===== config.mk =====
export PLATFORM = sky130hd
export DESIGN_NAME = ssd_top
export DESIGN_NICKNAME = d
export VERILOG_FILES = /design/src/logic/ssd_pkg.sv /design/src/logic/ssd_debounce.sv /design/src/logic/ssd_line_table.sv /design/src/logic/ssd_top.sv
export SDC_FILE = /design/constraint.sdc
export NUM_CORES = 1
export LEC_CHECK = 0
export BUFFER_PORTS_ARGS = -buffer_cell sky130_fd_sc_hd__buf_2
export CORE_MARGIN = 3
export CORE_UTILIZATION = 59
export CTS_CLUSTER_SIZE = 12
export DETAILED_ROUTE_END_ITERATION = 10
export GPL_TIMING_DRIVEN = 0
export PLACE_DENSITY = 0.95
export REMOVE_ABC_BUFFERS = 1
export SLEW_MARGIN = 15
export SYNTH_ARGS = -nofsm -noshare
export SYNTH_HDL_FRONTEND = slang
export SYNTH_SLANG_ARGS = --single-unit

===== constraint.sdc =====
create_clock -name REF_CLK_I -period 12.67 [get_ports REF_CLK_I]
set_input_delay 2.534 -clock REF_CLK_I [delete_from_list [all_inputs] [get_ports REF_CLK_I]]
set_output_delay 2.534 -clock REF_CLK_I [all_outputs]
set_load 0.02 [all_outputs]

===== src/logic/ssd_pkg.sv =====
// Constants, register map and lookup helpers for the setup switch decoder.
// Assumes a single 50 MHz clock and an AHB-Lite register port.
package ssd_pkg;

   // Timing
   localparam int CLK_PERIOD_NS = 20;
   localparam int DEBOUNCE_TIME_US = 10000;
   localparam int DEBOUNCE_CYCLES = (DEBOUNCE_TIME_US * 1000 + CLK_PERIOD_NS - 1) / CLK_PERIOD_NS;
   localparam int DBC_W = 20;

   // Widths
   localparam int DIP_W = 4;
   localparam int ROT_W = 4;
   localparam int LINE_W = 16;
   localparam int GAIN_W = 16;
   localparam int SW_W = DIP_W + ROT_W + 1;

   // Switch layout
   localparam int DIP_POS_MODE = 0;
   localparam int DIP_POS_FB = 1;
   localparam logic [ROT_W-1:0] ROT_POSITIONS = 4'ha;
   localparam logic [ROT_W-1:0] ROT_POS_STORED = 4'h0;

   // Parameter encodings
   localparam logic [1:0] PARAM_FOLLOW = 2'h0;
   localparam logic [1:0] MODE_TORQUE = 2'h1;
   localparam logic [1:0] MODE_VELOCITY = 2'h2;
   localparam logic [1:0] FB_SMART = 2'h1;
   localparam logic [1:0] FB_SIXSTEP = 2'h2;

   // Register byte addresses
   localparam int ADDR_W = 8;
   localparam logic [ADDR_W-1:0] ADDR_CTRL = 8'h00;
   localparam logic [ADDR_W-1:0] ADDR_LINECNT = 8'h04;
   localparam logic [ADDR_W-1:0] ADDR_GAIN = 8'h08;
   localparam logic [ADDR_W-1:0] ADDR_STATUS = 8'h0c;
   localparam logic [ADDR_W-1:0] ADDR_LINES = 8'h10;
   localparam logic [ADDR_W-1:0] ADDR_KIP = 8'h14;

   // Field positions
   localparam int CTRL_MODE_LSB = 0;
   localparam int CTRL_FB_LSB = 2;
   localparam int ST_DIP_LSB = 0;
   localparam int ST_ROT_LSB = 4;
   localparam int ST_TORQUE = 8;
   localparam int ST_SMART = 9;
   localparam int ST_EMUL = 10;
   localparam int ST_REJECT = 11;
   localparam int ST_HIRES = 12;
   localparam int KIP_STORE_BIT = 16;

   // Reset values
   localparam logic [LINE_W-1:0] LINECNT_RST = 16'h01f4;
   localparam logic [GAIN_W-1:0] GAIN_RST = 16'h0100;

   // Line counts chosen by rotary positions 1 to 9
   localparam logic [LINE_W-1:0] ROT_LINES [1:9] = '{16'h0200, 16'h03e8, 16'h0400, 16'h07d0, 16'h0800,
                                                      16'h1000, 16'h1388, 16'h2000, 16'h2710};

   // Line counts accepted by the stored parameter
   localparam logic [LINE_W-1:0] VALID_LINES [0:15] = '{16'h0080, 16'h0200, 16'h0400, 16'h0800,
                                                         16'h1000, 16'h2000, 16'h4000, 16'h8000,
                                                         16'h007d, 16'h01f4, 16'h03e8, 16'h07d0,
                                                         16'h09c4, 16'h1388, 16'h2710, 16'h4e20};

   // Bus slave states
   typedef enum logic [1:0] {BUS_IDLE, BUS_WRITE, BUS_READ_WAIT, BUS_READ_DONE} ssd_bus_e;

   // True when a value is one of the accepted stored line counts
   function automatic logic line_count_valid(input logic [LINE_W-1:0] v);
      logic hit;
      hit = 1'b0;
      for (int i = 0; i < 16; i++) begin
         if (v == VALID_LINES[i]) begin
            hit = 1'b1;
         end
      end
      return hit;
   endfunction

   // A parameter either follows its switch or forces a choice
   function automatic logic pick(input logic [1:0] param, input logic [1:0] force_code, input logic sw);
      return (param == PARAM_FOLLOW) ? sw : (param == force_code);
   endfunction

endpackage


===== src/logic/ssd_debounce.sv =====
// Synchroniser and debouncer for a group of switch contacts.
// Assumes asynchronous, bouncing inputs; output moves only after a steady reading.
`timescale 1ns/1ns
module ssd_debounce #(
   parameter int W = 9,
   parameter int STABLE_CYCLES = 500000
) (
   input wire logic clk_i,
   input wire logic rst_n_i,
   input wire logic [W-1:0] raw_i,
   output logic [W-1:0] stable_o
);
   import ssd_pkg::*;

   logic [W-1:0] meta_q, sync_q, cand_q, cand_d, stable_q, stable_d;
   logic [DBC_W-1:0] cnt_q, cnt_d;
   localparam logic [DBC_W-1:0] LAST = DBC_W'(STABLE_CYCLES - 1);

   // Restart the count on any change; accept after a full steady window
   always_comb begin
      cand_d = cand_q;
      cnt_d = cnt_q;
      stable_d = stable_q;
      if (sync_q != cand_q) begin
         cand_d = sync_q;
         cnt_d = '0;
      end else if (cnt_q >= LAST) begin
         stable_d = cand_q;
      end else begin
         cnt_d = cnt_q + 1'b1;
      end
   end

   // First stage feeds only the second stage
   always_ff @(posedge clk_i or negedge rst_n_i) begin
      if (!rst_n_i) begin
         meta_q <= '0;
         sync_q <= '0;
         cand_q <= '0;
         cnt_q <= '0;
         stable_q <= '0;
      end else begin
         meta_q <= raw_i;
         sync_q <= meta_q;
         cand_q <= cand_d;
         cnt_q <= cnt_d;
         stable_q <= stable_d;
      end
   end

   assign stable_o = stable_q;
endmodule


===== src/logic/ssd_line_table.sv =====
// Maps a rotary position to an emulated encoder line count.
// Assumes the position is already limited to 0..9.
`timescale 1ns/1ns
module ssd_line_table (
   input wire logic [ssd_pkg::ROT_W-1:0] rot_pos_i,
   input wire logic [ssd_pkg::LINE_W-1:0] stored_i,
   output logic [ssd_pkg::LINE_W-1:0] lines_o
);
   import ssd_pkg::*;

   // Position 0 takes the stored count, others the fixed table
   always_comb begin
      lines_o = stored_i;
      if (rot_pos_i != ROT_POS_STORED && rot_pos_i < ROT_POSITIONS) begin
         lines_o = ROT_LINES[rot_pos_i];
      end
   end
endmodule


===== src/logic/ssd_top.sv =====
// Setup switch decoder: turns the mode DIP and setup rotary switches into drive settings.
// Assumes one 50 MHz clock, asynchronous switch pins and an AHB-Lite master for parameters.
//
// Overview of operation
// - Four-position DIP; only positions one and two matter, when enabled.
// - Position one closed gives torque/current control, open gives velocity control.
// - Position two closed gives smart feedback, open gives 6-step Hall feedback.
// - Positions three and four are reserved and ignored; installer leaves them closed.
// - Each selection follows its switch only while its parameter holds follow-switch.
// - Ten-position rotary switch; meaning depends on the feedback mode.
// - Smart feedback: positions 1-9 pick 512 up to 10000 lines per revolution.
// - Smart feedback: position 0 uses the stored line count, default 500.
// - Stored line count accepts only the sixteen listed values.
// - Emulated output only with smart feedback or a high-resolution option card.
// - 6-step mode: rotary picks current loop gain; position 0 uses stored gain.
//
// The implementer's own choices: the placing of the registers and the AHB-Lite register port.
`timescale 1ns/1ns
module ssd_top #(
   parameter int DEBOUNCE_CYCLES = ssd_pkg::DEBOUNCE_CYCLES
) (
   input wire logic REF_CLK_I,
   input wire logic RST_B_I,
   input wire logic [ssd_pkg::DIP_W-1:0] MODE_DIP_SWITCH_I,
   input wire logic [ssd_pkg::ROT_W-1:0] SETUP_ROTARY_SWITCH_I,
   input wire logic HIRES_OPTION_I,
   input wire logic HSEL_I,
   input wire logic [31:0] HADDR_I,
   input wire logic [1:0] HTRANS_I,
   input wire logic HWRITE_I,
   input wire logic [2:0] HSIZE_I,
   input wire logic [31:0] HWDATA_I,
   input wire logic HREADY_I,
   output logic HREADYOUT_O,
   output logic HRESP_O,
   output logic [31:0] HRDATA_O,
   output logic TORQUE_MODE_O,
   output logic SMART_FEEDBACK_O,
   output logic EMUL_ENABLE_O,
   output logic [ssd_pkg::LINE_W-1:0] EMUL_LINES_O,
   output logic [ssd_pkg::ROT_W-1:0] GAIN_POS_O,
   output logic GAIN_FROM_STORE_O,
   output logic [ssd_pkg::GAIN_W-1:0] CURRENT_LOOP_GAIN_O
);
   import ssd_pkg::*;

   // Reset release synchroniser: assertion is immediate, release waits two edges
   // so no flop leaves reset on a metastable input
   logic rst_meta_q, rst_n;
   always_ff @(posedge REF_CLK_I or negedge RST_B_I) begin
      if (!RST_B_I) begin
         rst_meta_q <= 1'b0;
         rst_n <= 1'b0;
      end else begin
         rst_meta_q <= 1'b1;
         rst_n <= rst_meta_q;
      end
   end

   // Switch conditioning; a pin at 1 means the contact is closed (down)
   // One window serves every contact, so a move on any switch restarts the count for all
   logic [SW_W-1:0] sw_stable;
   logic [DIP_W-1:0] dip;
   logic [ROT_W-1:0] rot_raw;
   logic hires;
   ssd_debounce #(
      .W(SW_W),
      .STABLE_CYCLES(DEBOUNCE_CYCLES)
   ) u_debounce (
      .clk_i(REF_CLK_I),
      .rst_n_i(rst_n),
      .raw_i({HIRES_OPTION_I, SETUP_ROTARY_SWITCH_I, MODE_DIP_SWITCH_I}),
      .stable_o(sw_stable)
   );
   assign dip = sw_stable[DIP_W-1:0];
   assign rot_raw = sw_stable[DIP_W +: ROT_W];
   assign hires = sw_stable[SW_W-1];

   // Parameter registers written over the bus
   logic [1:0] mode_param_q;
   logic [1:0] mode_param_d;
   logic [1:0] fb_param_q;
   logic [1:0] fb_param_d;
   logic [LINE_W-1:0] linecnt_q;
   logic [LINE_W-1:0] linecnt_d;
   logic [GAIN_W-1:0] gain_q;
   logic [GAIN_W-1:0] gain_d;
   logic reject_q;
   logic reject_d;

   // Bus slave state
   ssd_bus_e bus_q;
   ssd_bus_e bus_d;
   logic [ADDR_W-1:0] addr_q;
   logic [ADDR_W-1:0] addr_d;
   logic [31:0] rdata_q;
   logic [31:0] rdata_d;
   logic accept;

   // Decoded settings
   logic [ROT_W-1:0] rot_q;
   logic [ROT_W-1:0] rot_d;
   logic torque_q;
   logic torque_d;
   logic smart_q;
   logic smart_d;
   logic emul_q;
   logic emul_d;
   logic store_q;
   logic store_d;
   logic [LINE_W-1:0] lines_q;
   logic [LINE_W-1:0] lines_d;
   logic [LINE_W-1:0] table_lines;
   logic [ROT_W-1:0] gpos_q;
   logic [ROT_W-1:0] gpos_d;
   logic [GAIN_W-1:0] gout_q;
   logic [GAIN_W-1:0] gout_d;

   ssd_line_table u_line_table (
      .rot_pos_i(rot_q),
      .stored_i(linecnt_q),
      .lines_o(table_lines)
   );

   // Decode: positions three and four reach only the status read; the decode uses positions one and two
   always_comb begin
      rot_d = rot_q;
      if (rot_raw < ROT_POSITIONS) begin
         rot_d = rot_raw;
      end
      torque_d = pick(mode_param_q, MODE_TORQUE, dip[DIP_POS_MODE]);
      smart_d = pick(fb_param_q, FB_SMART, dip[DIP_POS_FB]);
   end

   // Decode flops
   always_ff @(posedge REF_CLK_I or negedge rst_n) begin
      if (!rst_n) begin
         rot_q <= '0;
         torque_q <= 1'b0;
         smart_q <= 1'b0;
      end else begin
         rot_q <= rot_d;
         torque_q <= torque_d;
         smart_q <= smart_d;
      end
   end

   // Settings derived from the decode, one cycle behind it, so a feedback change
   // reaches the emulation and gain outputs one edge after SMART_FEEDBACK_O
   always_comb begin
      emul_d = smart_q | hires;
      lines_d = table_lines;
      gpos_d = smart_q ? ROT_POS_STORED : rot_q;
      store_d = !smart_q && (rot_q == ROT_POS_STORED);
      gout_d = store_d ? gain_q : '0;
   end

   // Derived setting flops
   always_ff @(posedge REF_CLK_I or negedge rst_n) begin
      if (!rst_n) begin
         emul_q <= 1'b0;
         lines_q <= '0;
         gpos_q <= '0;
         store_q <= 1'b0;
         gout_q <= '0;
      end else begin
         emul_q <= emul_d;
         lines_q <= lines_d;
         gpos_q <= gpos_d;
         store_q <= store_d;
         gout_q <= gout_d;
      end
   end

   // Bus: writes take effect in the data phase; reads insert one wait state
   // so a read straight after a write sees the new value from a flop
   assign accept = HSEL_I && HTRANS_I[1] && HREADY_I;

   // Transfer tracking: a wait cycle always follows a read address phase
   always_comb begin
      bus_d = bus_q;
      addr_d = addr_q;
      case (bus_q)
         BUS_READ_WAIT: bus_d = BUS_READ_DONE;
         BUS_IDLE, BUS_WRITE, BUS_READ_DONE: begin
            if (accept) begin
               addr_d = HADDR_I[ADDR_W-1:0];
               bus_d = HWRITE_I ? BUS_WRITE : BUS_READ_WAIT;
            end else begin
               bus_d = BUS_IDLE;
            end
         end
         default: bus_d = BUS_IDLE;
      endcase
   end

   // Transfer state flops
   always_ff @(posedge REF_CLK_I or negedge rst_n) begin
      if (!rst_n) begin
         bus_q <= BUS_IDLE;
         addr_q <= '0;
      end else begin
         bus_q <= bus_d;
         addr_q <= addr_d;
      end
   end

   // Parameter writes use the data phase's word; a refused line count keeps the old one
   always_comb begin
      mode_param_d = mode_param_q;
      fb_param_d = fb_param_q;
      linecnt_d = linecnt_q;
      gain_d = gain_q;
      reject_d = reject_q;
      if (bus_q == BUS_WRITE) begin
         case (addr_q)
            ADDR_CTRL: begin
               mode_param_d = HWDATA_I[CTRL_MODE_LSB +: 2];
               fb_param_d = HWDATA_I[CTRL_FB_LSB +: 2];
            end
            ADDR_LINECNT: begin
               if (line_count_valid(HWDATA_I[LINE_W-1:0])) begin
                  linecnt_d = HWDATA_I[LINE_W-1:0];
                  reject_d = 1'b0;
               end else begin
                  reject_d = 1'b1;
               end
            end
            ADDR_GAIN: begin
               gain_d = HWDATA_I[GAIN_W-1:0];
            end
            default: begin
            end
         endcase
      end
   end

   // Parameter flops; reset leaves both selections following their switches
   always_ff @(posedge REF_CLK_I or negedge rst_n) begin
      if (!rst_n) begin
         mode_param_q <= PARAM_FOLLOW;
         fb_param_q <= PARAM_FOLLOW;
         linecnt_q <= LINECNT_RST;
         gain_q <= GAIN_RST;
         reject_q <= 1'b0;
      end else begin
         mode_param_q <= mode_param_d;
         fb_param_q <= fb_param_d;
         linecnt_q <= linecnt_d;
         gain_q <= gain_d;
         reject_q <= reject_d;
      end
   end

   // Read data is taken in the wait cycle, so HRDATA_O comes from a flop and holds until the next read
   always_comb begin
      rdata_d = rdata_q;
      if (bus_q == BUS_READ_WAIT) begin
         rdata_d = '0;
         case (addr_q)
            ADDR_CTRL: begin
               rdata_d[CTRL_MODE_LSB +: 2] = mode_param_q;
               rdata_d[CTRL_FB_LSB +: 2] = fb_param_q;
            end
            ADDR_LINECNT: rdata_d[LINE_W-1:0] = linecnt_q;
            ADDR_GAIN: rdata_d[GAIN_W-1:0] = gain_q;
            ADDR_STATUS: begin
               rdata_d[ST_DIP_LSB +: DIP_W] = dip;
               rdata_d[ST_ROT_LSB +: ROT_W] = rot_q;
               rdata_d[ST_TORQUE] = torque_q;
               rdata_d[ST_SMART] = smart_q;
               rdata_d[ST_EMUL] = emul_q;
               rdata_d[ST_REJECT] = reject_q;
               rdata_d[ST_HIRES] = hires;
            end
            ADDR_LINES: rdata_d[LINE_W-1:0] = lines_q;
            ADDR_KIP: begin
               rdata_d[GAIN_W-1:0] = store_q ? gout_q : {{(GAIN_W-ROT_W){1'b0}}, gpos_q};
               rdata_d[KIP_STORE_BIT] = store_q;
            end
            default: rdata_d = '0; // Unmapped reads as zero
         endcase
      end
   end

   // Read data flop
   always_ff @(posedge REF_CLK_I or negedge rst_n) begin
      if (!rst_n) begin
         rdata_q <= '0;
      end else begin
         rdata_q <= rdata_d;
      end
   end

   // Bus response; every transfer ends OKAY
   assign HREADYOUT_O = (bus_q != BUS_READ_WAIT);
   assign HRESP_O = 1'b0;
   assign HRDATA_O = rdata_q;

   // Decoded settings to the drive, all straight from flops
   assign TORQUE_MODE_O = torque_q;
   assign SMART_FEEDBACK_O = smart_q;
   assign EMUL_ENABLE_O = emul_q;
   assign EMUL_LINES_O = lines_q;
   assign GAIN_POS_O = gpos_q;
   assign GAIN_FROM_STORE_O = store_q;
   assign CURRENT_LOOP_GAIN_O = gout_q;
endmodule


==> run metrics, run 1 <==
R2R Setup Slk=9.64 ns; combinational family with the most area after synthesis=simple AND/OR/NAND/NOR gates; Total Routed Length=about 18 mm; Sinks on Clock Net=166; shortest clock period the worst path allows after layout=~5 ns; footprint of the multi-input gates=2957 um^2; clock network latency to the later pin of the worst-skew pair=0.43 ns; Post-Synth XOR/XNOR Area=3.087%; CTS Hold Bufs=0; arithmetic-cell share of the synthesized area counting full adders, half adders and majority gates=1.018%; Cells after Synth=644; clock tree from TritonCTS=built; number of cell rows=40; power density normalized to cell area=149.3 nW/um^2; data arrival at the endpoint of the critical path=2.40 ns; number of vias per cell=6.047; boundary pin count=roughly 160; FF+latch area=4167 um^2; CTS resizes=0; total global routing track utilization=between 20% and 30%; share of final-layout standard cells stronger than drive strength 1=~27%; CTS Buf Count=17; complex-gate fraction of the synthesized area=8.090%; Slew headroom=between 20% and 30%; worst setup skew after layout=0.01038 ns; register area share after synthesis=56.43%; Final GP Congestion=0.9358; cell with the largest stage delay on the worst path=clkinv_1; Remaining Overflow, GRT=0; fraction of synthesis flops using an asynchronous set or reset pin=100.0%; DP Wirelength=11.79 mm; Buf+Inv Stages, Crit Path=2; Synth Warn #=0; accumulated negative setup slack=0 ns; kind of cell with the highest combined delay on the critical path=buffers and inverters; residual antenna-violating net count after detailed routing=0; number of buffer cells added on primary ports=96; starting utilization of the core area=between 60% and 70%; data required time of the critical path=10.14 ns; part of the power in registers=50.1%; die boundary width=approximately 120 um; commonest cells after routing, fill and taps aside=dfrtp_1, buf_2, nand2_1; CTS root buffer=clkbuf_16; leakage power=4.022 nW; Max Fanout on Critical Path=19; period utilization=between 30 and 40%; CP startpoint kind=register; worst setup slack after layout=7.735 ns; wire length of the first global-routing pass=29.17 mm; Die Area=13,880 um^2; number of synthesized register bits=between 150 and 200; combined area of all synthesized cells=7377 um^2; Place WS=around 7.8 ns; top area cells in the synthesized netlist=dfrtp_1, mux2_2, nand2_1; clock tree buffer depth=2; buffers inserted by post-CTS timing repair=0; fin nets=815; post-synthesis cell type with the largest combined area=dfrtp_1; Critical Path, Cell by Cell=nor2b_1 > clkinv_1 > buf_2; Net Sw Frac=roughly 29%; Routed WL per cell=19.51 um; result of the run=finished, final reports clean; floorplan die height=117.8 um; synthesized-area fraction occupied by and/or/nand/nor cells=15.32%; logic gate share of total power=13.0%; unrepaired setup endpoints after global routing=false; most frequent standard cell in the layout excluding fill and tap cells=dfrtp_1; Critical Path Max Stage Delay=0.66 ns; reported max-cap violation count=0; average cell area after synthesis=approximately 11 um^2; share of Yosys cell area claimed by the top area cell type=~54%; number of violations reported at the end of detailed-routing iteration 0=576; area of the core=12,110 um^2; clock network fraction of design power=36.9%; Final setup violation count=0; multiplexer share of the synthesized area=11.62%; maximum number of pins on one net before global-route repair=67; most common flop cell mapped by yosys=dfrtp_1; cell internal pwr=roughly 0.90 mW; post-route DRC violation count=0; clock-pin slew on the worst setup and hold paths=0.07 ns; initial antenna violation count=0; number of levels the H-tree was split into=4; Filler cells=~750; number of slew-limit violations in the final report=0; vias after detailed routing=roughly 5,500; class of the tightest hold or removal check=reg -> async; count of distinct cell types in the synthesized netlist=59; number of failing hold endpoints at the final stage=0; router iterations before antenna repair=6; maximum resistive drop on vdd=0.08309 mV; peak clock frequency supported by timing=202.6 MHz; number of synthesized flops with an enable pin=0; Net Sw Power=0.3600 mW; number of global-route vias before repair=~5,700; antenna diode count=0; endpoint kind of the worst setup timing path=output pin; worst slew pin tran=1.038 ns; Area growth syn-to-layout=14.59%; Crit Path Class=reg -> out
-- cells in the mapped netlist, drive strengths merged, types with 8 or more instances --
master,n
a21oi,16
a221oi,9
and2,23
buf,26
clkbuf,25
dfrtp,159
inv,11
mux2,52
mux2i,17
nand2,58
nand3,19
nand4,16
nor2,51
nor3,11
o21ai,41
xnor2,8
xor2,18
-- logic make-up after synthesis --
group | count (synthesis)
and+or+nand+nor | 216
other | 2
AOI/OAI and AO/OA | 93
xor gates and xnor gates | 26
DFF | 166
muxes | 72
adders and majority gates | 6
buffers and inverters | 63
-- path summary, 6_finish.rpt --
kind                                           start              endpoint  depth (start not counted)
worst min-delay path                           rst_n  u_debounce.meta_q[2]                          0
worst min register to register                 rst_n  u_debounce.meta_q[2]                          0
max in group asynchronous                    RST_B_I                 rst_n                          1
worst max-delay path                        bus_q[0]           HREADYOUT_O                          3
worst max register to register             addr_q[3]          linecnt_q[3]                          5
min in group REF_CLK_I          u_debounce.meta_q[8]  u_debounce.sync_q[8]                          0
-- final cells by class --
cell class	instances	share of cell area, %
Clock buffer	20	5.403
Clock inverter	11	0.9177
Inverter	12	0.5329
Multi-Input combinational cell	430	34.98
Sequential cell	166	49.29
Tap cell	168	2.487
Timing Repair Buffer	99	6.394
-- routing by layer --
metal | up-vias | track usage, % | part of all wire [%]
met5 | - | 0 | 0
met4 | 0 | 13.70 | 4.8
met3 | 81 | 7.833 | 9.3
met2 | 375 | 43.30 | 49
met1 | 2632 | 31.79 | 37
li1 | 2391 | - | -
-- flip-flops by register name (all words and copies together), names as in the netlist, 8 cells and up --
register,count
u_debounce.cnt_q,20
HRDATA_O,17
CURRENT_LOOP_GAIN_O,16
EMUL_LINES_O,16
gain_q,16
linecnt_q,16
u_debounce.cand_q,9
u_debounce.meta_q,9
u_debounce.stable_o,9
u_debounce.sync_q,9
addr_q,8
-- through the flow --
| stage | cells | instance area (um^2) | hold slack (ns) | total power [mW] | util, % |
|---|---|---|---|---|---|
| 2_1_floorplan | 608 | 7158 | 0.3312 | 0.7280 | - |
| 3_3_place_gp | 872 | 7849 | 0.3369 | 0.7808 | 64.80 |
| 3_5_place_dp | 875 | 7919 | 0.3155 | 0.7958 | 65.38 |
| 4_1_cts | 906 | 8453 | 0.3210 | 1.262 | 69.79 |
| 5_1_grt | 906 | 8453 | 0.3545 | 1.306 | 69.79 |
| 6_report | 906 | 8453 | 0.3085 | 1.262 | 69.79 |
-- power groups by stage --
stage,clock network [mW],logic [mW],registers (mW)
after CTS,0.469,0.164,0.630
final,0.466,0.164,0.632
after global routing,0.494,0.174,0.638
after global placement,0,0.141,0.640
after floorplan,0,0.0797,0.648
after detailed placement,0,0.158,0.638
No activity file was read; power rests on OpenSTA's default activity.
==> inputs of run 2 (changes only) <==
--- a/config.mk
+++ b/config.mk
@@ -7,11 +7,11 @@
 export LEC_CHECK = 0
 export BUFFER_PORTS_ARGS = -buffer_cell sky130_fd_sc_hd__buf_2
 export CORE_MARGIN = 3
-export CORE_UTILIZATION = 59
+export CORE_UTILIZATION = 55
 export CTS_CLUSTER_SIZE = 12
 export DETAILED_ROUTE_END_ITERATION = 10
 export GPL_TIMING_DRIVEN = 0
-export PLACE_DENSITY = 0.95
+export PLACE_DENSITY = 0.91
 export REMOVE_ABC_BUFFERS = 1
 export SLEW_MARGIN = 15
 export SYNTH_ARGS = -nofsm -noshare
==> constraint.sdc (replaced) <==
create_clock -name REF_CLK_I -period 5.1 [get_ports REF_CLK_I]
set_input_delay 1.02 -clock REF_CLK_I [delete_from_list [all_inputs] [get_ports REF_CLK_I]]
set_output_delay 1.02 -clock REF_CLK_I [all_outputs]
set_load 0.02 [all_outputs]
==> run 2 against run 1 <==
Clock skew shrank 0.0017 ns. First-iteration DRC count grew 9.7%. Routed wire length shrank 4.9%. Register-to-register slack lost 7.6 ns. Clock-buffer cell count grew 2. Non-clock buffer count grew 1. Sequential power grew 150%.
==> run metrics, run 2 (synthesis results as in run 1) <==
number of global-route vias before repair=5,385 (was 5,698); Place WS=1.755 ns (was 7.832 ns); Routed WL per cell=18.43 um (was 19.51 um); Critical Path, Cell by Cell=nor2b_1 > clkinv_1 > buf_2 (unchanged); Sinks on Clock Net=166 (unchanged); cell with the largest stage delay on the worst path=clkinv_1 (unchanged); Area growth syn-to-layout=15.54% (was 14.59%); unrepaired setup endpoints after global routing=false (unchanged); endpoint kind of the worst setup timing path=output pin (unchanged); antenna diode count=0 (unchanged); number of slew-limit violations in the final report=0 (unchanged); total global routing track utilization=24.01% (was 26.43%); number of vias per cell=5.883 (was 6.047); data arrival at the endpoint of the critical path=2.32 ns (was 2.40 ns); vias after detailed routing=5,365 (was 5,479); number of cell rows=41 (was 40); clock-pin slew on the worst setup and hold paths=0.07 ns (about the same); Slew headroom=31.43% (was 29.86%); post-place instance area=7931 um^2 (was 7919 um^2); CTS root buffer=clkbuf_16 (unchanged); class of the tightest hold or removal check=reg -> async (unchanged); die boundary width=121.8 um (was 117.8 um); peak clock frequency supported by timing=between 200 and 300 MHz; wire length of the first global-routing pass=27.52 mm (was 29.17 mm); Final setup violation count=0 (unchanged); worst setup slack after layout=1.760 ns (was 7.735 ns); maximum resistive drop on vdd=0.2571 mV (was 0.08309 mV); initial antenna violation count=0 (unchanged); number of levels the H-tree was split into=4 (unchanged); CP startpoint kind=register (unchanged); clock tree buffer depth=2 (unchanged); number of violations reported at the end of detailed-routing iteration 0=632 (was 576); router iterations before antenna repair=7 (was 6); clock network latency to the later pin of the worst-skew pair=0.42 ns (was 0.43 ns); clock tree from TritonCTS=built (unchanged); largest register by flop count=u_debounce.cnt_q (unchanged); Total Routed Length=16.81 mm (was 17.68 mm); period utilization=roughly two thirds; CTS Hold Bufs=0 (unchanged); number of failing hold endpoints at the final stage=0 (unchanged); Die Area=14,840 um^2 (was 13,880 um^2); Crit Path Class=reg -> out (unchanged); number of flip-flops under the largest register name=20 (unchanged); final non-filler cell total=912 (was 906); design area=8523 um^2 (was 8453 um^2); floorplan die height=121.8 um (was 117.8 um); power density normalized to cell area=380.0 nW/um^2 (was 149.3 nW/um^2); residual antenna-violating net count after detailed routing=0 (unchanged); CTS Buf Count=17 (unchanged); DP Wirelength=11.52 mm (was 11.79 mm); post-route DRC violation count=0 (unchanged); # placed instances=880 (was 875); Final GP Congestion=0.8713 (was 0.9358); accumulated negative setup slack=0 ns (unchanged); number of buffer cells added on primary ports=96 (unchanged); Final Total Pwr=3.239 mW (was 1.262 mW); worst setup skew after layout=0.008636 ns (was 0.01038 ns); fin nets=816 (was 815); maximum number of pins on one net before global-route repair=60 (was 67); CTS resizes=0 (unchanged); Buf+Inv Stages, Crit Path=2 (unchanged); Filler cells=903 (was 754); Max Fanout on Critical Path=19 (unchanged); buffers inserted by post-CTS timing repair=0 (unchanged); result of the run=finished, final reports clean (unchanged); leakage power=4.059 nW (was 4.022 nW); boundary pin count=157 (unchanged); data required time of the critical path=4.08 ns (was 10.14 ns); shortest clock period the worst path allows after layout=approximately 3.3 ns; reported max-cap violation count=0 (unchanged); Critical Path Max Stage Delay=0.63 ns (was 0.66 ns); Remaining Overflow, GRT=0 (unchanged); area of the core=12,880 um^2 (was 12,110 um^2); share of final-layout standard cells stronger than drive strength 1=27.43% (was 27.37%); worst slew pin tran=1.029 ns (was 1.038 ns); commonest cells after routing, fill and taps aside=dfrtp_1, buf_2, nand2_1 (unchanged); starting utilization of the core area=57.29% (was 60.91%); most frequent standard cell in the layout excluding fill and tap cells=dfrtp_1 (unchanged); kind of cell with the highest combined delay on the critical path=buffers and inverters (unchanged)
## run 2: area by class of cell
class | instances | area, um^2 | area share, %
Inverter | 12 | 45.04 | 0.5285
Tap cell | 172 | 215.2 | 2.525
Multi-Input combinational cell | 430 | 2957 | 34.69
Sequential cell | 166 | 4167 | 48.88
Clock inverter | 10 | 117.6 | 1.380
Clock buffer | 22 | 474.2 | 5.564
Timing Repair Buffer | 100 | 548.0 | 6.430
## run 2: path summary, 6_finish.rpt
path,start,end,slack (ns),cells after the start
worst max register to register,addr_q[3],gain_q[5],2.04,3
max in group asynchronous,rst_n,gain_q[8],3.69,2
worst max-delay path,bus_q[0],HREADYOUT_O,1.76,3
min in group REF_CLK_I,u_debounce.meta_q[3],u_debounce.sync_q[3],0.35,0
worst min-delay path,rst_n,u_debounce.sync_q[1],0.35,0
worst min register to register,rst_n,u_debounce.sync_q[1],0.35,0
## run 2: routing by layer
layer,vias to the layer above,share of wire [%],track usage (%)
met4,0,3.8,12.25
met3,57,7.8,5.200
met2,286,49,39.68
met5,-,0,0
li1,2400,-,-
met1,2622,39,29.93
## run 2: per-stage QoR
step	hold slack [ns]	util [%]
global route	0.3504	66.19
detailed placement	0.3347	61.60
CTS	0.3487	66.19
floorplan	0.3312	-
global placement	0.3328	61.00
finish	0.3468	66.19
## run 2: report_power, final
group	switching, mW	internal (mW)
Combinational	0.232	0.171
Clock	0.502	0.762
Sequential	0.144	1.43
Total	0.877	2.36
==> inputs of run 3 (changes only) <==
--- a/config.mk
+++ b/config.mk
@@ -5,6 +5,7 @@
 export SDC_FILE = /design/constraint.sdc
 export NUM_CORES = 1
 export LEC_CHECK = 0
+export ABC_AREA = 1
 export BUFFER_PORTS_ARGS = -buffer_cell sky130_fd_sc_hd__buf_2
 export CORE_MARGIN = 3
 export CORE_UTILIZATION = 55
==> constraint.sdc (replaced) <==
create_clock -name REF_CLK_I -period 3.3 [get_ports REF_CLK_I]
set_input_delay 0.66 -clock REF_CLK_I [delete_from_list [all_inputs] [get_ports REF_CLK_I]]
set_output_delay 0.66 -clock REF_CLK_I [all_outputs]
set_load 0.02 [all_outputs]
==> run 3 against run 2 <==
Core utilization is 0.79 points lower. First-iteration DRC count rose by 0.95%. Clock-buffer cell count shrank 1. Cell count rose by 29%. Die area increased by 2.0%. Cell area increased by 2.0%. Flip-flop and latch count unchanged. Critical path type unchanged. Critical endpoint unchanged. Largest power group unchanged. Highest routed layer unchanged.
==> run metrics, run 3 <==
result of the run=finished, final reports clean (unchanged); share of final-layout standard cells stronger than drive strength 1=16.22% (was 27.43%); fraction of synthesis flops using an asynchronous set or reset pin=100.0% (unchanged); R2R Setup Slk=0.51 ns (was 2.04 ns); boundary pin count=157 (unchanged); Area growth syn-to-layout=15.47% (was 15.54%); router iterations before antenna repair=5 (was 7); most frequent standard cell in the layout excluding fill and tap cells=nand2_1 (was dfrtp_1); CTS Hold Bufs=1 (was 0); fin nets=1,075 (was 816); design area=8696 um^2 (was 8523 um^2); area of the core=13,300 um^2 (was 12,880 um^2); buffers inserted by post-CTS timing repair=0 (unchanged); Cells after Synth=898 (was 644); class of the tightest hold or removal check=reg -> async (unchanged); CP startpoint kind=register (unchanged); end of the worst register-to-register path=addr_q[5] (was gain_q[5]); commonest cells after routing, fill and taps aside=nand2_1, dfrtp_1, nor2_1 (was dfrtp_1, buf_2, nand2_1); number of flip-flops under the largest register name=20 (unchanged); total global routing track utilization=26.75% (was 24.01%); post-place instance area=8110 um^2 (was 7931 um^2); share of Yosys cell area claimed by the top area cell type=52.83% (was 53.93%); Slew headroom=18.05% (was 31.43%); number of slew-limit violations in the final report=0 (unchanged); accumulated negative setup slack=0 ns (unchanged); Remaining Overflow, GRT=0 (unchanged); residual antenna-violating net count after detailed routing=0 (unchanged); worst setup skew after layout=0.006166 ns (was 0.008636 ns); Critical Path Max Stage Delay=0.67 ns (was 0.63 ns); Final Total Pwr=4.553 mW (was 3.239 mW); Buf+Inv Stages, Crit Path=2 (unchanged); number of buffer cells added on primary ports=96 (unchanged); initial antenna violation count=0 (unchanged); Total Routed Length=19.44 mm (was 16.81 mm); period utilization=between 90% and 100%; clock tree buffer depth=2 (unchanged); antenna diode count=0 (unchanged); CTS resizes=0 (unchanged); shortest clock period the worst path allows after layout=3.149 ns; Critical Path, Cell by Cell=nor2_2 > inv_1 > buf_2 (was nor2b_1 > clkinv_1 > buf_2); clock network latency to the later pin of the worst-skew pair=0.43 ns (was 0.42 ns); number of failing hold endpoints at the final stage=0 (unchanged); endpoint kind of the worst setup timing path=output pin (unchanged); clock-pin slew on the worst setup and hold paths=0.06 ns (was 0.07 ns); data required time of the critical path=2.64 ns (was 4.08 ns); cells on worst reg2reg path=4 (was 3); top cells by instance count after synthesis=nand2_1, dfrtp_1, nor2_1 (was dfrtp_1, nand2_1, nor2_1); count of distinct cell types in the synthesized netlist=40 (was 59); wire length of the first global-routing pass=31.19 mm (was 27.52 mm); maximum number of pins on one net before global-route repair=48 (was 60); most common flop cell mapped by yosys=dfrtp_1 (unchanged); number of global-route vias before repair=6,223 (was 5,385); most common cell in the netlist=nand2_1 (was dfrtp_1); number of cell rows=42 (was 41); Synth Warn #=0 (unchanged); DP Wirelength=13.49 mm (was 11.52 mm); maximum resistive drop on vdd=0.4499 mV (was 0.2571 mV); cell with the largest stage delay on the worst path=nor2_2 (was clkinv_1); number of synthesized register bits=166 (unchanged); unrepaired setup endpoints after global routing=false (unchanged); die boundary width=123.0 um (was 121.8 um); number of vias per cell=5.501 (was 5.883); number of violations reported at the end of detailed-routing iteration 0=638 (was 632); largest register by flop count=u_debounce.cnt_q (unchanged); Die Area=15,130 um^2 (was 14,840 um^2); Sinks on Clock Net=166 (unchanged); register area share after synthesis=55.27% (was 56.43%); post-route DRC violation count=0 (unchanged); post-synthesis cell type with the largest combined area=dfrtp_1 (unchanged); number of levels the H-tree was split into=4 (unchanged); Final setup violation count=0 (unchanged); worst slew pin tran=1.225 ns (was 1.029 ns); Max Fanout on Critical Path=23 (was 19); reported max-cap violation count=0 (unchanged); Crit Path Class=reg -> out (unchanged); CTS Buf Count=17 (unchanged); starting utilization of the core area=56.64% (was 57.29%); source of the worst register-to-register timing path=bus_q[0] (was addr_q[3]); kind of cell with the highest combined delay on the critical path=buffers and inverters (unchanged); vias after detailed routing=6,464 (was 5,365); number of synthesized flops with an enable pin=0 (unchanged); Final GP Congestion=0.8973 (was 0.8713); peak clock frequency supported by timing=about 320 MHz; power density normalized to cell area=523.6 nW/um^2 (was 380.0 nW/um^2); Routed WL per cell=16.54 um (was 18.43 um); leakage power=4.529 nW (was 4.059 nW); data arrival at the endpoint of the critical path=2.49 ns (was 2.32 ns); combined area of all synthesized cells=7531 um^2 (was 7377 um^2); average cell area after synthesis=8.386 um^2 (was 11.46 um^2); clock tree from TritonCTS=built (unchanged); CTS root buffer=clkbuf_16 (unchanged); top area cells in the synthesized netlist=dfrtp_1, nand2_1, nor2_1 (was dfrtp_1, mux2_2, nand2_1); floorplan die height=123.0 um (was 121.8 um)
## run 3: logic make-up (layout without fill, tap and decap cells)
logic type / count (synthesis) / in the layout / synth area share (%)
buf+inv: 150 / 236 / 8.739
simple gates: 450 / 450 / 25.20
flops: 166 / 166 / 55.28
xor+xnor: 13 / 13 / 1.512
other cells: 2 / 17 / 0.09972
compound gates: 110 / 110 / 8.025
fa+ha+maj: 6 / 6 / 0.9968
mux: 1 / 1 / 0.1495
## run 3: power by group
group          total, mW  switching [mW]  internal, mW
clock network       1.93           0.798          1.13
registers           2.20          0.0649          2.13
logic              0.423           0.304         0.120
total               4.55            1.17          3.39
## run 3: area by class of cell
cell class	count	area (um^2)
fill	1025	4599
tap	176	220.2
inverter	103	386.6
clock inverter	11	125.1
clock buffer	21	450.4
multi-input combinational	597	2778
sequential	166	4167
timing repair buffer	101	569.3
## run 3: routing by layer
metal  vias to the layer above  GRT usage, %  routed length (um)
li1                       2998             -                   -
met5                         -             0                   0
met3                        59         6.359                1755
met4                         0         11.21                 644
met2                       346         41.89                9231
met1                      3061         36.14                7804
## run 3: worst max-delay path by stage
| stage | start | endpoint | slack (ns) | depth (start not counted) |
|---|---|---|---|---|
| 3_5_place_dp | bus_q[0] | addr_q[5] | 0.60 | 4 |
| 5_1_grt | bus_q[0] | HREADYOUT_O | 0.03 | 3 |
| 4_1_cts | bus_q[0] | HREADYOUT_O | 0.19 | 3 |
| 3_3_place_gp | rst_n | addr_q[5] | -3.25 | 0 |
| 6_report | bus_q[0] | HREADYOUT_O | 0.15 | 3 |
| 2_1_floorplan | rst_n | CURRENT_LOOP_GAIN_O[0] | -1.66 | 0 |
## run 3: per-stage QoR
stage	instances	utilization [%]	setup WS [ns]	hold slack (ns)
4_1_cts	1175	65.41	0.1948	0.3045
3_5_place_dp	1142	61.00	0.6010	0.3032
5_1_grt	1175	65.41	0.03253	0.3242
3_3_place_gp	1138	60.30	-3.249	0.3337
2_1_floorplan	866	-	-1.656	0.3312
6_report	1175	65.41	0.1514	0.2819
